`src/design/tsc_map.vh`:
```
// Register offsets, field positions, clock source codes, reset values and interrupt bits for the timer block
`ifndef TSC_MAP_VH
`define TSC_MAP_VH
`define TSC_OFF_STATUS_CONTROL 12'h000
`define TSC_OFF_COUNT_HIGH 12'h004
`define TSC_OFF_COUNT_LOW 12'h008
`define TSC_OFF_MODULO_HIGH 12'h00C
`define TSC_OFF_MODULO_LOW 12'h010
`define TSC_OFF_IRQ_STATUS 12'h014
`define TSC_OFF_IRQ_MASK 12'h018
`define TSC_BIT_OVF 7
`define TSC_BIT_OVF_IE 6
`define TSC_BIT_CENTER 5
`define TSC_CLOCK_SOURCE_SELECT_HI 4
`define TSC_CLOCK_SOURCE_SELECT_LO 3
`define TSC_PS_HI 2
`define TSC_PS_LO 0
`define TSC_CLOCK_SOURCE_SELECT_NONE 2'h0
`define TSC_CLOCK_SOURCE_SELECT_SYS 2'h1
`define TSC_CLOCK_SOURCE_SELECT_FIXED 2'h2
`define TSC_CLOCK_SOURCE_SELECT_EXT 2'h3
`define TSC_SC_RESET 8'h00
`define TSC_MOD_RESET 16'hFFFF
`define TSC_IRQ_BITS 2
`define TSC_IRQ_OVF 0
`define TSC_IRQ_CLR 1
`endif

```
`src/design/tsc_timer_status_counter.v`:
```
// Status/control, prescaler and counter-access logic of a 16-bit timer with an APB slave
//
// Our own choice: the APB register port.
`timescale 1ns/100ps
`include "tsc_map.vh"

module tsc_timer_status_counter #(
	parameter WIDTH = 16,
	parameter PS_BITS = 3
) (
	input wire clock,
	input wire rst,
	input wire psel,
	input wire penable,
	input wire pwrite,
	input wire [11:0] paddr,
	input wire [31:0] pwdata,
	input wire [3:0] pstrb,
	output reg [31:0] prdata,
	output reg pready,
	output reg pslverr,
	input wire fixedClockTick,
	input wire externalClockTick,
	input wire debugHaltMode,
	output reg timerIrq,
	output reg overflowIrq
);
	// Status/control fields
	reg overflowFlag_reg;
	reg overflowIrqEnable_reg;
	reg centerAlignedSelect_reg;
	reg [1:0] clockSourceSelect_reg;
	reg [PS_BITS-1:0] prescaleSelect_reg;
	reg clearArmed_reg;
	// Counter and modulo
	reg [WIDTH-1:0] count_reg;
	reg [WIDTH-1:0] modulo_reg;
	reg countDown_reg;
	reg [6:0] prescaleCount_reg;
	// Read coherency
	reg [WIDTH-1:0] latchValue_reg;
	reg latchHigh_reg;
	reg latchLow_reg;
	// Interrupt status and mask
	reg [`TSC_IRQ_BITS-1:0] irqStatus_reg;
	reg [`TSC_IRQ_BITS-1:0] irqMask_reg;

	wire access = psel && penable;
	wire wrEn = access && pready && pwrite && pstrb[0];
	wire rdEn = access && !pwrite;
	wire offSc = paddr == `TSC_OFF_STATUS_CONTROL;
	wire offCh = paddr == `TSC_OFF_COUNT_HIGH;
	wire offCl = paddr == `TSC_OFF_COUNT_LOW;
	wire offMh = paddr == `TSC_OFF_MODULO_HIGH;
	wire offMl = paddr == `TSC_OFF_MODULO_LOW;
	wire offIs = paddr == `TSC_OFF_IRQ_STATUS;
	wire offIm = paddr == `TSC_OFF_IRQ_MASK;
	wire mapped = offSc | offCh | offCl | offMh | offMl | offIs | offIm;
	wire scWrite = wrEn && offSc;
	wire cntWrite = wrEn && (offCh || offCl);

	// Source tick; none selected means the counter never advances
	reg sourceTick;
	always @* begin
		case (clockSourceSelect_reg)
			`TSC_CLOCK_SOURCE_SELECT_NONE: sourceTick = 1'b0;
			`TSC_CLOCK_SOURCE_SELECT_SYS: sourceTick = 1'b1;
			`TSC_CLOCK_SOURCE_SELECT_FIXED: sourceTick = fixedClockTick;
			`TSC_CLOCK_SOURCE_SELECT_EXT: sourceTick = externalClockTick;
			default: sourceTick = 1'b0;
		endcase
	end

	// Prescaler reads the registered field, so a new value acts one cycle later
	wire [6:0] prescaleMask = (7'h01 << prescaleSelect_reg) - 7'h01;
	wire prescaleTick = ((prescaleCount_reg & prescaleMask) == prescaleMask);
	wire countTick = sourceTick && prescaleTick && !debugHaltMode;

	// Overflow event: up mode wraps at modulo, up-down mode turns at zero
	wire atModulo = count_reg == modulo_reg;
	wire atZero = count_reg == {WIDTH{1'b0}};
	wire overflowEvent = countTick && !cntWrite &&
		(centerAlignedSelect_reg ? (countDown_reg && (atZero || atModulo)) : atModulo);

	// Clear sequence: zero written to bit 7 while armed, and no new overflow
	wire clearRequest = scWrite && clearArmed_reg && !pwdata[`TSC_BIT_OVF];

	wire [7:0] scRead = {overflowFlag_reg, overflowIrqEnable_reg, centerAlignedSelect_reg,
		clockSourceSelect_reg, prescaleSelect_reg};
	wire latched = latchHigh_reg || latchLow_reg;
	wire [WIDTH-1:0] readCount = latched ? latchValue_reg : count_reg;
	wire [`TSC_IRQ_BITS-1:0] irqEvents = {clearRequest && !overflowEvent, overflowEvent};

	// One wait state: answer in the cycle after the access phase opens
	always @(posedge clock) begin
		if (rst) begin
			pready <= 1'b0;
			pslverr <= 1'b0;
		end else begin
			pready <= psel && penable && !pready;
			pslverr <= psel && penable && !pready && !mapped;
		end
	end

	// Prescaler runs on the selected source; frozen in debug halt
	always @(posedge clock) begin
		if (rst) begin
			prescaleCount_reg <= 7'h00;
		end else begin
			if (cntWrite) begin
				prescaleCount_reg <= 7'h00;
			end else if (sourceTick && !debugHaltMode) begin
				prescaleCount_reg <= prescaleTick ? 7'h00 : prescaleCount_reg + 7'h01;
			end

		end
	end

	// Counter
	always @(posedge clock) begin
		if (rst) begin
			count_reg <= {WIDTH{1'b0}};
			countDown_reg <= 1'b0;
		end else begin
			if (cntWrite) begin
				count_reg <= {WIDTH{1'b0}};
				countDown_reg <= 1'b0;
			end else if (countTick) begin
				if (!centerAlignedSelect_reg) begin
					count_reg <= atModulo ? {WIDTH{1'b0}} : count_reg + 1'b1;
					countDown_reg <= 1'b0;
				end else if (countDown_reg) begin
					if (atZero || atModulo) begin
						countDown_reg <= 1'b0;
						count_reg <= atModulo ? count_reg : count_reg + 1'b1;
					end else begin
						count_reg <= count_reg - 1'b1;
					end
				end else if (atModulo) begin
					countDown_reg <= 1'b1;
					count_reg <= count_reg - 1'b1;
				end else begin
					count_reg <= count_reg + 1'b1;
				end
			end

		end
	end

	// Overflow flag: a new event wins over a pending clear
	always @(posedge clock) begin
		if (rst) begin
			overflowFlag_reg <= 1'b0;
			clearArmed_reg <= 1'b0;
		end else begin
			if (overflowEvent) begin
				overflowFlag_reg <= 1'b1;
				clearArmed_reg <= 1'b0;
			end else if (clearRequest) begin
				overflowFlag_reg <= 1'b0;
				clearArmed_reg <= 1'b0;
			end else if (access && pready && offSc && overflowFlag_reg) begin
				clearArmed_reg <= !pwrite;
			end

		end
	end

	// Control fields take the write on the answer edge
	always @(posedge clock) begin
		if (rst) begin
			overflowIrqEnable_reg <= 1'b0;
			centerAlignedSelect_reg <= 1'b0;
			clockSourceSelect_reg <= `TSC_CLOCK_SOURCE_SELECT_NONE;
			prescaleSelect_reg <= {PS_BITS{1'b0}};
		end else begin
			if (scWrite && pready) begin
				overflowIrqEnable_reg <= pwdata[`TSC_BIT_OVF_IE];
				centerAlignedSelect_reg <= pwdata[`TSC_BIT_CENTER];
				clockSourceSelect_reg <= pwdata[`TSC_CLOCK_SOURCE_SELECT_HI:`TSC_CLOCK_SOURCE_SELECT_LO];
				prescaleSelect_reg <= pwdata[`TSC_PS_HI:`TSC_PS_LO];
			end

		end
	end

	// Modulo written directly, no write buffer
	always @(posedge clock) begin
		if (rst) begin
			modulo_reg <= `TSC_MOD_RESET;
			irqMask_reg <= {`TSC_IRQ_BITS{1'b0}};
		end else begin
			if (wrEn && pready && offMh) begin
				modulo_reg <= {pwdata[7:0], modulo_reg[7:0]};
			end
			if (wrEn && pready && offMl) begin
				modulo_reg <= {modulo_reg[15:8], pwdata[7:0]};
			end
			if (wrEn && pready && offIm) begin
				irqMask_reg <= pwdata[`TSC_IRQ_BITS-1:0];
			end

		end
	end

	// Sticky status: set wins over write-one-to-clear
	always @(posedge clock) begin
		if (rst) begin
			irqStatus_reg <= {`TSC_IRQ_BITS{1'b0}};
		end else begin
			irqStatus_reg <= irqEvents |
				(irqStatus_reg & ~((wrEn && pready && offIs) ?
				pwdata[`TSC_IRQ_BITS-1:0] : {`TSC_IRQ_BITS{1'b0}}));

		end
	end

	// Coherency latch; reads leave it as is during debug halt, status/control and count writes still clear it
	always @(posedge clock) begin
		if (rst) begin
			latchValue_reg <= {WIDTH{1'b0}};
			latchHigh_reg <= 1'b0;
			latchLow_reg <= 1'b0;
		end else begin
			if ((scWrite || cntWrite) && pready) begin
				latchHigh_reg <= 1'b0;
				latchLow_reg <= 1'b0;
			end else if (rdEn && pready && !debugHaltMode) begin
				if (offCh) begin
					if (latchLow_reg) begin
						latchLow_reg <= 1'b0;
					end else begin
						latchHigh_reg <= 1'b1;
						latchValue_reg <= count_reg;
					end
				end else if (offCl) begin
					if (latchHigh_reg) begin
						latchHigh_reg <= 1'b0;
					end else begin
						latchLow_reg <= 1'b1;
						latchValue_reg <= count_reg;
					end
				end
			end

		end
	end

	// Read data staged on the edge that raises pready, zero otherwise
	always @(posedge clock) begin
		if (rst) begin
			prdata <= 32'h0000_0000;
		end else begin
			prdata <= 32'h0000_0000;
			if (rdEn && !pready) begin
				if (offSc) begin
					prdata <= {24'h00_0000, scRead};
				end else if (offCh) begin
					prdata <= {24'h00_0000, readCount[15:8]};
				end else if (offCl) begin
					prdata <= {24'h00_0000, readCount[7:0]};
				end else if (offMh) begin
					prdata <= {24'h00_0000, modulo_reg[15:8]};
				end else if (offMl) begin
					prdata <= {24'h00_0000, modulo_reg[7:0]};
				end else if (offIs) begin
					prdata <= {30'h0000_0000, irqStatus_reg};
				end else if (offIm) begin
					prdata <= {30'h0000_0000, irqMask_reg};
				end
			end

		end
	end

	// Interrupt outputs registered, one cycle behind the flags
	always @(posedge clock) begin
		if (rst) begin
			overflowIrq <= 1'b0;
			timerIrq <= 1'b0;
		end else begin
			overflowIrq <= overflowFlag_reg && overflowIrqEnable_reg;
			timerIrq <= |(irqStatus_reg & irqMask_reg);
		end
	end
endmodule // tsc_timer_status_counter

```
`config.mk`:
```
export PLATFORM = sky130hd
export DESIGN_NAME = tsc_timer_status_counter
export DESIGN_NICKNAME = d
export VERILOG_FILES = /design/src/design/tsc_timer_status_counter.v
export VERILOG_INCLUDE_DIRS = /design/src /design/src/design
export SDC_FILE = /design/constraint.sdc
export NUM_CORES = 1
export LEC_CHECK = 0
export ABC_AREA = 1
export BUFFER_PORTS_ARGS = -buffer_cell sky130_fd_sc_hd__buf_2
export CELL_PAD_IN_SITES_DETAIL_PLACEMENT = 0
export CELL_PAD_IN_SITES_GLOBAL_PLACEMENT = 1
export CORE_ASPECT_RATIO = 1.25
export CORE_MARGIN = 1.5
export CORE_UTILIZATION = 43
export DETAILED_ROUTE_END_ITERATION = 10
export PLACE_DENSITY_LB_ADDON = 0.1
export REMOVE_ABC_BUFFERS = 1
export SLEW_MARGIN = 20
export SYNTH_ARGS = -nofsm -noshare
export SYNTH_HDL_FRONTEND = slang
export SYNTH_SLANG_ARGS = --single-unit
```
`constraint.sdc`:
```
create_clock -name clock -period 4.05 [get_ports clock]
set_clock_uncertainty 0.15 [all_clocks]
set_input_delay 0.405 -clock clock [delete_from_list [all_inputs] [get_ports clock]]
set_output_delay 0.405 -clock clock [all_outputs]
set_load 0.02 [all_outputs]
```
==> impl_metrics.csv <==
group,metric,value,unit
status,run_status,"finished, final reports clean",
pwr,netSwitchingFraction,21.6,%
yosys,yosys_register_bits,83,
critical_path,cp.arrival,2.79,ns
yosys,post_synth_main_area_contributors,"dfxtp_1 32%, nand2_1 14%, inv_1 7.9%, a21oi_1 6.8%, buf_4 4.7%",
route,total_via_count_after_detailed_routing,4914,
global_route,grt_overflow_total,0,
die,die_area,12700,µm²
yosys,post_synth.cell_area_avg,6.55,µm²
clocking,ctsLongestPathBuffers,2,
clocking,clk-insertion-delay-late,0.34,ns
yosys,ys_seq_area_share,32.2,%
die,rows,44,
yosys,yosysWarningCount,0,
pwr,switch_pwr,401,µW
finish,diodes,0,
yosys,synth-async-reset-ratio,0,%
clocking,cts_tree,"yes",
sta,final-setup-viol-count,0,
placement,dpl.hpwl,11.2,mm
finish,fillers,1261,
pwr,combinational_group_share_of_total_power,4.1,%
sta,post_layout_minimum_cycle_time,2.67,ns
yosys,synth_top_area_share,32.2,%
critical_path,critPathMaxFanout,22,
yosys,synth_enable_flop_cells,0,
route,number_of_iterations_in_the_first_detailed_routing_pass,4,
yosys,ys.flop_type,"dfxtp_1",
global_route,global_route.usage.total,24.5,%
critical_path,rr_startpoint,"count_reg[9]$_SDFFE_PP0P_",
clocking,tritoncts_buffer_count,9,
placement,port-buffer-count,40,
pwr,cellPowerDensity,328,nW/µm²
clocking,cts-hold-fix-buffers,0,
finish,layout_commonest_cell,"nand2_1",
finish,drive_above_1_share,12.0,%
critical_path,end_kind,"flip-flop",
route,drt_first_iter_violations,227,
global_route,via_count_of_the_first_global_routing_pass,4672,
critical_path,worstSetupStartpoint,"count_reg[9]$_SDFFE_PP0P_",
pwr,fin_total_pwr,1860,µW
sta,timing.final.hold_violations,0,
clocking,cts.repair.resized,0,
min_path,hold_path_class,"in -> reg",
yosys,synth_cells,787,
finish,fin_nets,870,
pwr,power.internal,1450,µW
sta,setup_ws,1.38,ns
min_path,holdCritStartpoint,"pwdata[3]",
sta,finalSetupTns,0,ns
critical_path,crit_type,"reg -> reg",
die,core_area,11700,µm²
die,die_width,101,µm
job,max-cap-violations,0,
sta,final_min_period_over_clock_period,65.9,%
global_route,antenna_found_initial,0,
yosys,post_syn_area,5160,µm²
yosys,synth_top_area_cell,"dfxtp_1",
route,drc_errors,0,
pwr,pwr-share-clk,51.9,%
sta,achievable-frequency,375,MHz
pwr,power.ir.vdd_worst,0.181,mV
placement,dp_slack,1.34,ns
finish,syn2layout_area_growth,9.65,%
die,design.portCount,92,
clocking,htreeDepth,3,
route,total_routed_wirelength,14.9,mm
pwr,power.sequential.fraction,44.0,%
route,route.detailed.wl_per_inst,15.3,µm
clocking,clockRootBuffer,"clkbuf_16",
global_route,global_route_wire_length_before_repair,23.8,mm
sta,final_slew_viol_count,0,
route,detail-route-antenna-nets,0,
route,detail_route.vias_per_cell,5.03,
critical_path,setup.worst_path.start_class,"flip-flop",
sta,grt_setup_unrepaired,"false",
clocking,sinks_on_the_clock_net,83,
yosys,post_synth_num_cell_types,33,
finish,final_cell_mix,"187 x nand2_1, 107 x inv_1, 83 x dfxtp_1",
clocking,cts.reportedPaths.clkPinSlew,0.06,ns
sta,tightest_slew,0.699,ns
sta,holdWs,0.188,ns
die,initial_utilization,44.2,%
clocking,postCtsSetupBuffers,0,
global_route,grt_max_degree,43,
placement,routabilityCongestion,0.886,
sta,timing.max_slew.rel_slack,53.3,%
pwr,p_leak,0.00282,µW
critical_path,timing.critical_path.required,4.17,ns
die,floorplan.die.height,125,µm
routing by layer:
metal  vias to the layer above  global-route usage (%)  routed length [µm]
li1                       2519                       -                   -
met1                      2268                    29.4                6350
met2                        92                    42.3                7500
met3                        35                    3.80                 457
met4                         0                    11.8                 619
met5                         -                       0                   0
final timing paths:
kind / endpoint / slack [ns] / cells past startpoint
min reg2reg: latchValue_reg[6]$_SDFFE_PP0P_ / 0.29 / 2
max: count_reg[15]$_SDFFE_PP0P_ / 1.38 / 12
min: clockSourceSelect_reg[0]$_SDFFE_PP0P_ / 0.19 / 3
max reg2reg: count_reg[15]$_SDFFE_PP0P_ / 1.38 / 12
critical path: stages, from the launching register on:
cell,delay (ns)
dfxtp_1,0.65
inv_1,0.21
nand2_1,0.10
nand2_1,0.05
nor2_1,0.10
nand2_1,0.09
nor2_4,0.18
nand3_1,0.14
nand2_2,0.37
inv_1,0.25
nand2_1,0.12
nand2_1,0.05
a21oi_1,0.13
synthesized netlist by cell type (4+ instances only):
cell         n
nand2_1    187
inv_1      108
dfxtp_1     83
a21oi_1     70
nor2_1      58
nand3_1     44
o21ai_0     42
buf_4       32
o211ai_1    24
xor2_1      23
o21ai_1     16
clkbuf_1    12
inv_2       10
nor3_1       9
nand4_1      8
nor2_2       8
nand2_2      7
nor2_4       7
buf_2        6
a211oi_1     4
ha_1         4
o2111ai_1    4
power by group through the flow:
stage	combinational [µW]	clock, µW	sequential (µW)
3_3_place_gp	74.6	0	836
5_1_grt	83.7	1010	817
4_1_cts	75.7	982	817
6_report	75.9	963	817
3_5_place_dp	75.1	0	836
2_1_floorplan	45.5	0	837
metrics by stage:
stage / utilization, % / instances / area (µm²)
2_1_floorplan: - / 757 / 4900
3_3_place_gp: 45.5 / 960 / 5310
3_5_place_dp: 45.5 / 960 / 5310
4_1_cts: 48.5 / 976 / 5660
5_1_grt: 48.5 / 976 / 5660
6_report: 48.5 / 976 / 5660
cells by family (layout without fill, tap and decap cells):
group                    Yosys count  in the layout  synth area share, %
AO/OA/AOI/OAI                    166            166                 18.0
buffers and inverters            171            176                 15.4
other                              1             24               0.0727
XOR/XNOR                          23             23                 3.90
adder cells (fa/ha/maj)            4              4                0.970
flip-flops                        83             83                 32.2
AND/OR/NAND/NOR                  339            339                 29.5
final cells by class:
| cell class | count | area [µm²] | area share (%) |
|---|---|---|---|
| Multi-Input combinational cell | 556 | 2790 | 49.3 |
| Sequential cell | 83 | 1660 | 29.4 |
| Inverter | 118 | 443 | 7.83 |
| Clock buffer | 12 | 246 | 4.36 |
| Timing Repair Buffer | 42 | 215 | 3.80 |
| Tap cell | 161 | 201 | 3.56 |
| Clock inverter | 4 | 97.6 | 1.73 |
Note: power is estimated with default switching activity, not from simulation.
